**config.mk**
```make
export PLATFORM = sky130hd
export DESIGN_NAME = mcu_interrupt_controller
export DESIGN_NICKNAME = d
export VERILOG_FILES = /design/src/intc_pkg.sv /design/src/edge_sense.sv /design/src/mcu_interrupt_controller.sv
export SDC_FILE = /design/constraint.sdc
export NUM_CORES = 1
export LEC_CHECK = 0
export BUFFER_PORTS_ARGS = -buffer_cell sky130_fd_sc_hd__buf_2
export CORE_ASPECT_RATIO = 0.7
export CORE_MARGIN = 1.5
export CORE_UTILIZATION = 48
export DETAILED_ROUTE_END_ITERATION = 10
export MAX_ROUTING_LAYER = met4
export PLACE_DENSITY = 0.77
export SLEW_MARGIN = 20
export SYNTH_ARGS = -nofsm -noshare
export SYNTH_HDL_FRONTEND = slang
export SYNTH_SLANG_ARGS = --single-unit
```
**constraint.sdc**
```tcl
create_clock -name aclk -period 2.91 [get_ports aclk]
set_clock_uncertainty 0.15 [all_clocks]
set_input_delay 0.291 -clock aclk [delete_from_list [all_inputs] [get_ports aclk]]
set_output_delay 0.291 -clock aclk [all_outputs]
set_load 0.05 [all_outputs]
```
**src/intc_pkg.sv**
```systemverilog
// constants, register map and types of the three-line interrupt controller
// assumes one system clock and a cpu sequencer that issues one operation at a time
// Operation
// three sources: port a bit 0, port b bit 0, timer
// each source has an enable bit; disabled sources never raise an interrupt
// hardware sets request flags; software clears them by writing; hardware never clears
// flags set on rising, falling or both edges per edge selection register
// global enable set by enable-global, cleared by disable-global instruction
// software keeps stack pointer bit 0 at zero
// on entry program counter written at stack pointer, then pointer plus two
// on entry global enable cleared and fetch continues at vector 0x010
// return lowers pointer by two and reloads program counter from stack
// return sets global enable again
// request flag register readable during service
// push and pop save and restore working register and flags on stack
// software reserves two stack bytes per nesting level
// software clears only the serviced flag bit
// timer clock is source divided by 1, 4, 16 or 64 per mode bits 4:3
// free running timer request recurs at prescaled rate over two to n+1
// timer request comes from one selectable counter bit 8 to 15
// timer edge chosen by bit 4 of edge selection register
// interrupt taken only at instruction boundary with enabled flag and global enable
// reset clears flags, enables and global enable
package intc_pkg;
  localparam int          AXI_ADDR_W   = 10;
  localparam int          NUM_SRC      = 3;
  // register indices; the byte address is four times the index
  localparam logic [7:0]  IDX_SP       = 8'h02;
  localparam logic [7:0]  IDX_CTRL     = 8'h03;
  localparam logic [7:0]  IDX_LINE_EN  = 8'h04;
  localparam logic [7:0]  IDX_FLAGS    = 8'h05;
  localparam logic [7:0]  IDX_TMODE    = 8'h06;
  localparam logic [7:0]  IDX_TCOUNT   = 8'h07;
  localparam logic [7:0]  IDX_EDGE     = 8'h0c;
  // field positions
  localparam int          FLAG_PORT_A  = 0;
  localparam int          FLAG_PORT_B  = 1;
  localparam int          FLAG_T16     = 2;
  localparam int          EDGE_PORT_A_LO = 0;
  localparam int          EDGE_PORT_B_LO = 2;
  localparam int          EDGE_T16_BIT = 4;
  localparam int          TM_BIT_LO    = 0;
  localparam int          TM_PRE_LO    = 3;
  localparam int          TM_SRC_LO    = 5;
  localparam int          TM_BIT_BASE  = 8;
  // reset values
  localparam logic [7:0]  RST_SP       = 8'h00;
  localparam logic [7:0]  RST_TMODE    = 8'h00;
  localparam logic [7:0]  RST_EDGE     = 8'h00;
  localparam logic [2:0]  RST_LINE_EN  = 3'h0;
  localparam logic [2:0]  RST_FLAGS    = 3'h0;
  // edge modes
  localparam logic [1:0]  EDGE_BOTH    = 2'h0;
  localparam logic [1:0]  EDGE_RISE    = 2'h1;
  localparam logic [1:0]  EDGE_FALL    = 2'h2;
  // timer clock sources
  localparam logic [2:0]  TSRC_STOP    = 3'h0;
  localparam logic [2:0]  TSRC_SYSCLK  = 3'h1;
  localparam logic [2:0]  TSRC_PORT_A  = 3'h7;
  localparam logic [15:0] VECTOR_ADDR  = 16'h0010;
  localparam logic [7:0]  SP_STEP      = 8'h02;
  localparam logic [1:0]  RESP_OKAY    = 2'h0;
  localparam logic [1:0]  RESP_SLVERR  = 2'h2;
  typedef enum logic [2:0] {
    S_IDLE,
    S_PUSH_LO,
    S_PUSH_HI,
    S_POP_HI,
    S_POP_LO
  } seq_state_t;
endpackage

```
**src/edge_sense.sv**
```systemverilog
// one request edge detector with selectable polarity
// assumes the input is synchronous to aclk
`timescale 1ns/10ps
module edge_sense
  import intc_pkg::*;
(
  input  wire logic       aclk,
  input  wire logic       aresetn,
  input  wire logic       sig,
  input  wire logic [1:0] mode,
  output logic            hit
);
  logic prev_ff;
  logic nxt_prev;

  always_comb begin
    nxt_prev = sig;
  end

  always_ff @(posedge aclk) begin
    if (!aresetn) begin
      prev_ff <= sig; // no false edge when the pin rests high at reset release
    end else begin
      prev_ff <= nxt_prev;
    end
  end

  always_comb begin
    if (mode == EDGE_RISE) begin
      hit = sig & ~prev_ff;
    end else if (mode == EDGE_FALL) begin
      hit = ~sig & prev_ff;
    end else begin
      hit = sig ^ prev_ff;
    end
  end
endmodule // edge_sense

```
**src/mcu_interrupt_controller.sv**
```systemverilog
// interrupt controller with timer, stack sequencer and axi4-lite register slave
// assumes the cpu pulses instruction strobes only at instruction boundaries, one at a time,
// and that the data memory accepts a write or returns read data in the same cycle
`timescale 1ns/10ps
module mcu_interrupt_controller
  import intc_pkg::*;
(
  input  wire logic                  aclk,
  input  wire logic                  aresetn,
  input  wire logic [AXI_ADDR_W-1:0] s_axi_awaddr,
  input  wire logic                  s_axi_awvalid,
  output logic                       s_axi_awready,
  input  wire logic [31:0]           s_axi_wdata,
  input  wire logic [3:0]            s_axi_wstrb,
  input  wire logic                  s_axi_wvalid,
  output logic                       s_axi_wready,
  output logic [1:0]                 s_axi_bresp,
  output logic                       s_axi_bvalid,
  input  wire logic                  s_axi_bready,
  input  wire logic [AXI_ADDR_W-1:0] s_axi_araddr,
  input  wire logic                  s_axi_arvalid,
  output logic                       s_axi_arready,
  output logic [31:0]                s_axi_rdata,
  output logic [1:0]                 s_axi_rresp,
  output logic                       s_axi_rvalid,
  input  wire logic                  s_axi_rready,
  input  wire logic                  port_a_bit0_pin,
  input  wire logic                  port_b_bit0_pin,
  input  wire logic [7:0]            timer_src_tick,
  input  wire logic                  instr_boundary,
  input  wire logic [15:0]           pc_in,
  input  wire logic [7:0]            working_register,
  input  wire logic [7:0]            cpu_flags,
  input  wire logic                  engint_strobe,
  input  wire logic                  disgint_strobe,
  input  wire logic                  reti_strobe,
  input  wire logic                  pushaf_strobe,
  input  wire logic                  popaf_strobe,
  output logic                       irq_taken,
  output logic                       seq_busy,
  output logic                       mem_we,
  output logic                       mem_re,
  output logic [7:0]                 mem_addr,
  output logic [7:0]                 mem_wdata,
  input  wire logic [7:0]            mem_rdata,
  output logic                       pc_load,
  output logic                       af_load,
  output logic [15:0]                load_data
);
  logic                  aw_have_ff, w_have_ff, bvalid_ff, rvalid_ff;
  logic [1:0]            bresp_ff, rresp_ff;
  logic [31:0]           rdata_ff, wdata_ff;
  logic [3:0]            wstrb_ff;
  logic [7:0]            waddr_ff;
  logic                  nxt_aw_have, nxt_w_have, nxt_bvalid, nxt_rvalid;
  logic [1:0]            nxt_bresp, nxt_rresp;
  logic [31:0]           nxt_rdata, nxt_wdata;
  logic [3:0]            nxt_wstrb;
  logic [7:0]            nxt_waddr, raddr_idx;
  logic                  wr_go, wr_hit;
  logic [7:0]            sp_ff, tmode_ff, edge_ff, nxt_sp, nxt_tmode, nxt_edge;
  logic [2:0]            line_en_ff, flags_ff, nxt_line_en, nxt_flags, flag_set, flag_clr;
  logic                  gie_ff, nxt_gie;
  logic [5:0]            pre_ff, nxt_pre, pre_mask;
  logic [15:0]           cnt_ff, nxt_cnt;
  logic                  port_a_prev_ff, nxt_port_a_prev, src_tick, cnt_inc;
  logic [NUM_SRC-1:0]    src_sig;
  logic [2*NUM_SRC-1:0]  src_mode;
  seq_state_t            state_ff, nxt_state;
  logic                  op_af_ff, nxt_op_af, take, reti_done;
  logic [15:0]           data_ff, nxt_data, load_data_ff, nxt_load_data;
  logic                  pc_load_ff, af_load_ff, nxt_pc_load, nxt_af_load;

  // ---------------- axi4-lite slave ----------------
  assign s_axi_awready = !aw_have_ff && !bvalid_ff;
  assign s_axi_wready  = !w_have_ff && !bvalid_ff;
  assign s_axi_arready = !rvalid_ff;
  assign s_axi_bvalid  = bvalid_ff;
  assign s_axi_bresp   = bresp_ff;
  assign s_axi_rvalid  = rvalid_ff;
  assign s_axi_rresp   = rresp_ff;
  assign s_axi_rdata   = rdata_ff;
  assign wr_go         = aw_have_ff && w_have_ff;
  assign raddr_idx     = s_axi_araddr[AXI_ADDR_W-1:2];

  always_comb begin
    wr_hit = (waddr_ff == IDX_SP) || (waddr_ff == IDX_CTRL) || (waddr_ff == IDX_LINE_EN) ||
             (waddr_ff == IDX_FLAGS) || (waddr_ff == IDX_TMODE) || (waddr_ff == IDX_TCOUNT) ||
             (waddr_ff == IDX_EDGE);
    nxt_aw_have = aw_have_ff;
    nxt_w_have  = w_have_ff;
    nxt_waddr   = waddr_ff;
    nxt_wdata   = wdata_ff;
    nxt_wstrb   = wstrb_ff;
    nxt_bvalid  = bvalid_ff;
    nxt_bresp   = bresp_ff;
    if (s_axi_awvalid && s_axi_awready) begin
      nxt_aw_have = 1'b1;
      nxt_waddr   = s_axi_awaddr[AXI_ADDR_W-1:2];
    end
    if (s_axi_wvalid && s_axi_wready) begin
      nxt_w_have = 1'b1;
      nxt_wdata  = s_axi_wdata;
      nxt_wstrb  = s_axi_wstrb;
    end
    if (wr_go) begin
      nxt_aw_have = 1'b0;
      nxt_w_have  = 1'b0;
      nxt_bvalid  = 1'b1;
      nxt_bresp   = wr_hit ? RESP_OKAY : RESP_SLVERR;
    end else if (bvalid_ff && s_axi_bready) begin
      nxt_bvalid = 1'b0;
    end
    nxt_rvalid = rvalid_ff;
    nxt_rdata  = rdata_ff;
    nxt_rresp  = rresp_ff;
    if (s_axi_arvalid && s_axi_arready) begin
      nxt_rvalid = 1'b1;
      nxt_rresp  = RESP_OKAY;
      nxt_rdata  = 32'h0000_0000;
      if (raddr_idx == IDX_SP) begin
        nxt_rdata[7:0] = sp_ff;
      end else if (raddr_idx == IDX_CTRL) begin
        nxt_rdata[1:0] = {seq_busy, gie_ff};
      end else if (raddr_idx == IDX_LINE_EN) begin
        nxt_rdata[2:0] = line_en_ff;
      end else if (raddr_idx == IDX_FLAGS) begin
        nxt_rdata[2:0] = flags_ff;
      end else if (raddr_idx == IDX_TMODE) begin
        nxt_rdata[7:0] = tmode_ff;
      end else if (raddr_idx == IDX_TCOUNT) begin
        nxt_rdata[15:0] = cnt_ff;
      end else if (raddr_idx == IDX_EDGE) begin
        nxt_rdata[7:0] = edge_ff;
      end else begin
        nxt_rresp = RESP_SLVERR;
      end
    end else if (rvalid_ff && s_axi_rready) begin
      nxt_rvalid = 1'b0;
    end
  end

  always_ff @(posedge aclk) begin
    if (!aresetn) begin
      aw_have_ff <= 1'b0;
      w_have_ff  <= 1'b0;
      waddr_ff   <= 8'h00;
      wdata_ff   <= 32'h0000_0000;
      wstrb_ff   <= 4'h0;
      bvalid_ff  <= 1'b0;
      bresp_ff   <= RESP_OKAY;
      rvalid_ff  <= 1'b0;
      rdata_ff   <= 32'h0000_0000;
      rresp_ff   <= RESP_OKAY;
    end else begin
      aw_have_ff <= nxt_aw_have;
      w_have_ff  <= nxt_w_have;
      waddr_ff   <= nxt_waddr;
      wdata_ff   <= nxt_wdata;
      wstrb_ff   <= nxt_wstrb;
      bvalid_ff  <= nxt_bvalid;
      bresp_ff   <= nxt_bresp;
      rvalid_ff  <= nxt_rvalid;
      rdata_ff   <= nxt_rdata;
      rresp_ff   <= nxt_rresp;
    end
  end

  // ---------------- request sources ----------------
  assign src_sig  = {cnt_ff[TM_BIT_BASE + int'(tmode_ff[TM_BIT_LO +: 3])], port_b_bit0_pin,
                     port_a_bit0_pin};
  assign src_mode = {edge_ff[EDGE_T16_BIT] ? EDGE_FALL : EDGE_RISE,
                     edge_ff[EDGE_PORT_B_LO +: 2], edge_ff[EDGE_PORT_A_LO +: 2]};

  genvar gi;
  generate
    for (gi = 0; gi < NUM_SRC; gi++) begin : g_src
      edge_sense u_edge (
        .aclk    (aclk),
        .aresetn (aresetn),
        .sig     (src_sig[gi]),
        .mode    (src_mode[2*gi +: 2]),
        .hit     (flag_set[gi])
      );
    end
  endgenerate

  // ---------------- timer ----------------
  always_comb begin
    nxt_port_a_prev = port_a_bit0_pin;
    case (tmode_ff[TM_SRC_LO +: 3])
      TSRC_STOP:   src_tick = 1'b0;
      TSRC_SYSCLK: src_tick = 1'b1;
      TSRC_PORT_A: src_tick = port_a_bit0_pin & ~port_a_prev_ff;
      default:     src_tick = timer_src_tick[tmode_ff[TM_SRC_LO +: 3]];
    endcase
    case (tmode_ff[TM_PRE_LO +: 2])
      2'h0:    pre_mask = 6'h00;
      2'h1:    pre_mask = 6'h03;
      2'h2:    pre_mask = 6'h0f;
      default: pre_mask = 6'h3f;
    endcase
    cnt_inc = src_tick && ((pre_ff & pre_mask) == pre_mask);
    nxt_pre = src_tick ? pre_ff + 6'h01 : pre_ff;
    nxt_cnt = cnt_inc ? cnt_ff + 16'h0001 : cnt_ff;
    if (wr_go && waddr_ff == IDX_TCOUNT) begin
      if (wstrb_ff[0]) nxt_cnt[7:0] = wdata_ff[7:0];
      if (wstrb_ff[1]) nxt_cnt[15:8] = wdata_ff[15:8];
    end
  end

  always_ff @(posedge aclk) begin
    if (!aresetn) begin
      pre_ff         <= 6'h00;
      cnt_ff         <= 16'h0000;
      port_a_prev_ff <= port_a_bit0_pin;
    end else begin
      pre_ff         <= nxt_pre;
      cnt_ff         <= nxt_cnt;
      port_a_prev_ff <= nxt_port_a_prev;
    end
  end

  // ---------------- control registers ----------------
  assign take      = (state_ff == S_IDLE) && instr_boundary && gie_ff && |(flags_ff & line_en_ff);
  assign reti_done = (state_ff == S_POP_LO) && !op_af_ff;

  always_comb begin
    nxt_line_en = line_en_ff;
    nxt_tmode   = tmode_ff;
    nxt_edge    = edge_ff;
    flag_clr    = 3'h0;
    if (wr_go && wstrb_ff[0]) begin
      if (waddr_ff == IDX_LINE_EN) nxt_line_en = wdata_ff[2:0];
      if (waddr_ff == IDX_TMODE) nxt_tmode = wdata_ff[7:0];
      if (waddr_ff == IDX_EDGE) nxt_edge = wdata_ff[7:0];
      if (waddr_ff == IDX_FLAGS) flag_clr = ~wdata_ff[2:0];
    end
    nxt_flags = (flags_ff & ~flag_clr) | flag_set;
    if (take) begin
      nxt_gie = 1'b0;
    end else if (reti_done) begin
      nxt_gie = 1'b1;
    end else if (engint_strobe) begin
      nxt_gie = 1'b1;
    end else if (disgint_strobe) begin
      nxt_gie = 1'b0;
    end else begin
      nxt_gie = gie_ff;
    end
  end

  always_ff @(posedge aclk) begin
    if (!aresetn) begin
      line_en_ff <= RST_LINE_EN;
      flags_ff   <= RST_FLAGS;
      gie_ff     <= 1'b0;
      tmode_ff   <= RST_TMODE;
      edge_ff    <= RST_EDGE;
    end else begin
      line_en_ff <= nxt_line_en;
      flags_ff   <= nxt_flags;
      gie_ff     <= nxt_gie;
      tmode_ff   <= nxt_tmode;
      edge_ff    <= nxt_edge;
    end
  end

  // ---------------- stack sequencer ----------------
  assign seq_busy  = state_ff != S_IDLE;
  assign irq_taken = take;
  assign pc_load   = pc_load_ff;
  assign af_load   = af_load_ff;
  assign load_data = load_data_ff;

  always_comb begin
    nxt_state     = state_ff;
    nxt_op_af     = op_af_ff;
    nxt_data      = data_ff;
    nxt_load_data = load_data_ff;
    nxt_pc_load   = 1'b0;
    nxt_af_load   = 1'b0;
    nxt_sp        = (wr_go && wstrb_ff[0] && waddr_ff == IDX_SP) ? wdata_ff[7:0] : sp_ff;
    mem_we        = 1'b0;
    mem_re        = 1'b0;
    mem_addr      = sp_ff;
    mem_wdata     = data_ff[7:0];
    case (state_ff)
      S_IDLE: begin
        if (take) begin
          nxt_state = S_PUSH_LO;
          nxt_op_af = 1'b0;
          nxt_data  = pc_in;
        end else if (pushaf_strobe) begin
          nxt_state = S_PUSH_LO;
          nxt_op_af = 1'b1;
          nxt_data  = {cpu_flags, working_register};
        end else if (reti_strobe || popaf_strobe) begin
          nxt_state = S_POP_HI;
          nxt_op_af = popaf_strobe;
        end
      end
      S_PUSH_LO: begin
        mem_we    = 1'b1;
        nxt_state = S_PUSH_HI;
      end
      S_PUSH_HI: begin
        mem_we    = 1'b1;
        mem_addr  = sp_ff + 8'h01;
        mem_wdata = data_ff[15:8];
        nxt_sp    = sp_ff + SP_STEP;
        nxt_state = S_IDLE;
        if (!op_af_ff) begin
          nxt_pc_load   = 1'b1;
          nxt_load_data = VECTOR_ADDR;
        end
      end
      S_POP_HI: begin
        mem_re        = 1'b1;
        mem_addr      = sp_ff - 8'h01;
        nxt_data[15:8] = mem_rdata;
        nxt_state     = S_POP_LO;
      end
      S_POP_LO: begin
        mem_re        = 1'b1;
        mem_addr      = sp_ff - SP_STEP;
        nxt_sp        = sp_ff - SP_STEP;
        nxt_load_data = {data_ff[15:8], mem_rdata};
        nxt_pc_load   = !op_af_ff;
        nxt_af_load   = op_af_ff;
        nxt_state     = S_IDLE;
      end
      default: nxt_state = S_IDLE;
    endcase
  end

  always_ff @(posedge aclk) begin
    if (!aresetn) begin
      state_ff     <= S_IDLE;
      op_af_ff     <= 1'b0;
      data_ff      <= 16'h0000;
      load_data_ff <= 16'h0000;
      pc_load_ff   <= 1'b0;
      af_load_ff   <= 1'b0;
      sp_ff        <= RST_SP;
    end else begin
      state_ff     <= nxt_state;
      op_af_ff     <= nxt_op_af;
      data_ff      <= nxt_data;
      load_data_ff <= nxt_load_data;
      pc_load_ff   <= nxt_pc_load;
      af_load_ff   <= nxt_af_load;
      sp_ff        <= nxt_sp;
    end
  end
endmodule // mcu_interrupt_controller
```
==> run metrics <==
Hold EP load_data[1]$_SDFFE_PN0P_; Pwr Total 5.27 mW; DRC Markers 0; P&R area growth vs syn 29.2%; relative slew slack 0.336; worst hold start mem_rdata[1]; CP Cell Sequence nor2b_4 > and2_4 > buf_4 > ha_4 > a21oi_4 > nand4b_1 > a21oi_2 > mux2i_2 > a21oi_4 > buf_6; crit path DAT 2.52 ns; finished layout cell area 9340 µm²; fin worst setup slack -0.0486 ns; TritonCTS Buffers 17; Mapped Area 7230 µm²; Synth area leaders dfxtp_1, nand2_1, nor2_1, mux2i_1, a21oi_1; post-layout util 0.634; die area 15,800 µm²; setup violators final 2; CP Class flip-flop to output port; area leader, netlist dfxtp_1; core area 14,700 µm²; first-pass iteration count of the detailed router 7; measured slew at the worst slew-check pin 0.994 ns; Pwr per Cell Area 565 nW/µm²; Filler Cells Inserted 1,265; FF-to-FF End data_ff[7]$_SDFFE_PN0P_; Max-cap violations 0; H-tree depth 4; total track usage 0.282; first-pass GRT wire length 34,200 µm; GR Overflow Total 0; share of the synthesized area in the top cell type 0.393; dpl hpwl 14,800 µm; leakage 4.04 nW; DR vias/cell 5.65; r2r startpoint state_ff[1]$_SDFFE_PN0P_; Post-synth EDFFs 0; period utilisation layout 1.02; Inst Count DP 1,205; initial DRC count 805; gpl congestion 0.923; total number of vias 7,242; Async S/R FF share, synth 0; initial antenna violation count 1; clock-pin slew on the worst setup and hold paths 0.07 ns; CTS tree yes; Slew Limit Fails 0; CP required 2.47 ns; hold path cells 3; # nets final 1,207; Hold Path Class primary input to flip-flop; dpl cell area 8160 µm²; non-filler instance count after layout 1,281; largest net degree at the start of global routing 91; Root Driver clkbuf_16; fin crit period 2.96 ns; RSZ-0062 raised after global routing yes; layout cells sized above 1 0.232; synth warn 0; Initial Util 0.491; CP max-delay cell dfxtp_2; failing checks setup timing; Mapped Cells 888; WL/cell 17.1 µm; Synth Register Bits 142; post-synthesis sequential area ratio 0.393; CTS Buffer Depth 2; r2r worst-path depth 8; io pins 198; Cell variety after synth 63; Die Y 106 µm; Avg Cell Area, Syn 8.14 µm²; Final ANT Viol Nets 0; Peak VDD IR 0.000371 V; final-report hold violation count 0; fmax 338 MHz; Critical Path Sink Type output port; status finished with violations; Largest stage delay, worst path 0.32 ns; Worst-Skew Late Latency 0.42 ns; CTS Sinks 142; Routed WL 21,800 µm; crit start category flip-flop; number of global-route vias before repair 6,530; CP Max Fanout 5; Primary FF master, synth dfxtp_1; most used cell, CP a21oi_4; Rows 37; Die X 150 µm; R2R Setup Slk 0.27 ns; Buffers on Ports 154
## metal layers
layer / vias to the layer above / share of wire / GRT usage
li1: 3484 / - / -
met1: 3378 / 0.47 / 0.420
met2: 353 / 0.43 / 0.389
met3: 27 / 0.094 / 0.0558
met4: 0 / 0.0081 / 0.0637
met5: - / 0 / -
## flip-flops by register name, summed over array words and instances (netlist names), 2 cells and up
signal / cells
cnt_ff: 16
data_ff: 16
load_data: 16
s_axi_rdata: 16
wdata_ff: 16
edge_ff: 8
sp_ff: 8
tmode_ff: 8
waddr_ff: 8
pre_ff: 6
flags_ff: 3
g_src.u_edge.prev_ff: 3
line_en_ff: 3
state_ff: 3
wstrb_ff: 2
## critical path, delay by kind of cell, from the launching register on
family | cells | cell delay [ns]
simple gates | 3 | 0.54
compound gates | 3 | 0.38
flops | 1 | 0.32
buf+inv | 2 | 0.31
mux | 1 | 0.29
fa+ha+maj | 1 | 0.27
## how the worst max path moves through the flow
| stage | endpoint | from | slack [ns] |
|---|---|---|---|
| 2_1_floorplan | mem_addr[7] | state_ff[1]$_SDFFE_PN0P_ | -0.18 |
| 3_5_place_dp | mem_addr[7] | state_ff[1]$_SDFFE_PN0P_ | -0.1 |
| 5_1_grt | mem_addr[7] | state_ff[1]$_SDFFE_PN0P_ | -0.17 |
| 3_3_place_gp | mem_addr[7] | state_ff[1]$_SDFFE_PN0P_ | 0.02 |
| 6_report | mem_addr[7] | state_ff[1]$_SDFFE_PN0P_ | -0.05 |
| 4_1_cts | mem_addr[7] | state_ff[1]$_SDFFE_PN0P_ | -0.03 |
## synth_stat cells (all sizes together), types with 11 or more instances
master,n
o21ai,49
nand2b,12
ha,14
buf,24
nor2b,18
nand2,154
a21boi,12
a22oi,36
nand3,12
nand4,12
and3,11
nor2,89
dfxtp,142
inv,17
xor2,17
mux2i,31
clkbuf,45
a21oi,62
## repair_timing
item | 4_1_cts | 5_1_grt
pin swaps | 8 | 3
resized for setup | 25 | 6
endpoints found under the setup margin | 3 | 4
setup buffers | 3 | 2
hold buffers | 38 | 1
endpoints found under the hold margin | 35 | 1
## cells in the final DEF (no fill, tap or decap), drive strengths merged, types with 8 or more instances in the layout
cell         Yosys  routed
nand2b          12      12
xor2            17      17
and3            11      11
conb             1      18
dlygate4sd3      0      39
mux2i           31      31
and2            10      10
a21o             8       8
a21boi          12      12
nand3           12      12
dfxtp          142     142
xnor2           10      10
nand2          154     154
nand4           12      12
nor2b           18      18
a21oi           62      62
a22oi           36      36
a211oi           8       8
ha              14      14
nor2            89      89
buf             24     179
inv             17      24
clkbuf          45      17
nor3             9       9
mux2             8       8
o21ai           49      49
## cell type report
| cell class | count | area (µm²) | share of cell area |
|---|---|---|---|
| Antenna cell | 1 | 2.50 | 0.000268 |
| Clock buffer | 17 | 425 | 0.0456 |
| Clock inverter | 14 | 178 | 0.0190 |
| Inverter | 17 | 63.8 | 0.00683 |
| Multi-Input combinational cell | 677 | 4190 | 0.448 |
| Sequential cell | 142 | 2840 | 0.305 |
| Tap cell | 195 | 244 | 0.0261 |
| Timing Repair Buffer | 218 | 1400 | 0.149 |
## cells by family (layout without fill, tap and decap cells)
kind of cell | after synthesis | after routing | share of synthesized area
compound gates | 224 | 224 | 0.202
xor+xnor | 27 | 27 | 0.0327
fa+ha+maj | 15 | 15 | 0.0270
buf+inv | 86 | 266 | 0.0564
flops | 142 | 142 | 0.393
mux | 42 | 42 | 0.0647
other cells | 1 | 19 | 0.000519
simple gates | 351 | 351 | 0.223
## power breakdown
group,leakage (nW),total [mW],internal (mW),switching [mW]
registers,1.16,2.11,2.02,0.0861
clock network,0.289,2.22,1.29,0.927
logic,2.60,0.941,0.322,0.620
total,4.04,5.27,3.64,1.63
## per-stage QoR
stage	TNS [ns]	hold slack, ns	setup WS (ns)
6_report	-0.0848	0.0105	-0.0486
5_1_grt	-0.456	0.00140	-0.174
4_1_cts	-0.0518	0.00351	-0.0307
3_5_place_dp	-0.0954	0.281	-0.0954
3_3_place_gp	0	0.275	0.0198
2_1_floorplan	-0.230	0.169	-0.175
Power figures use the tool's default switching activity.
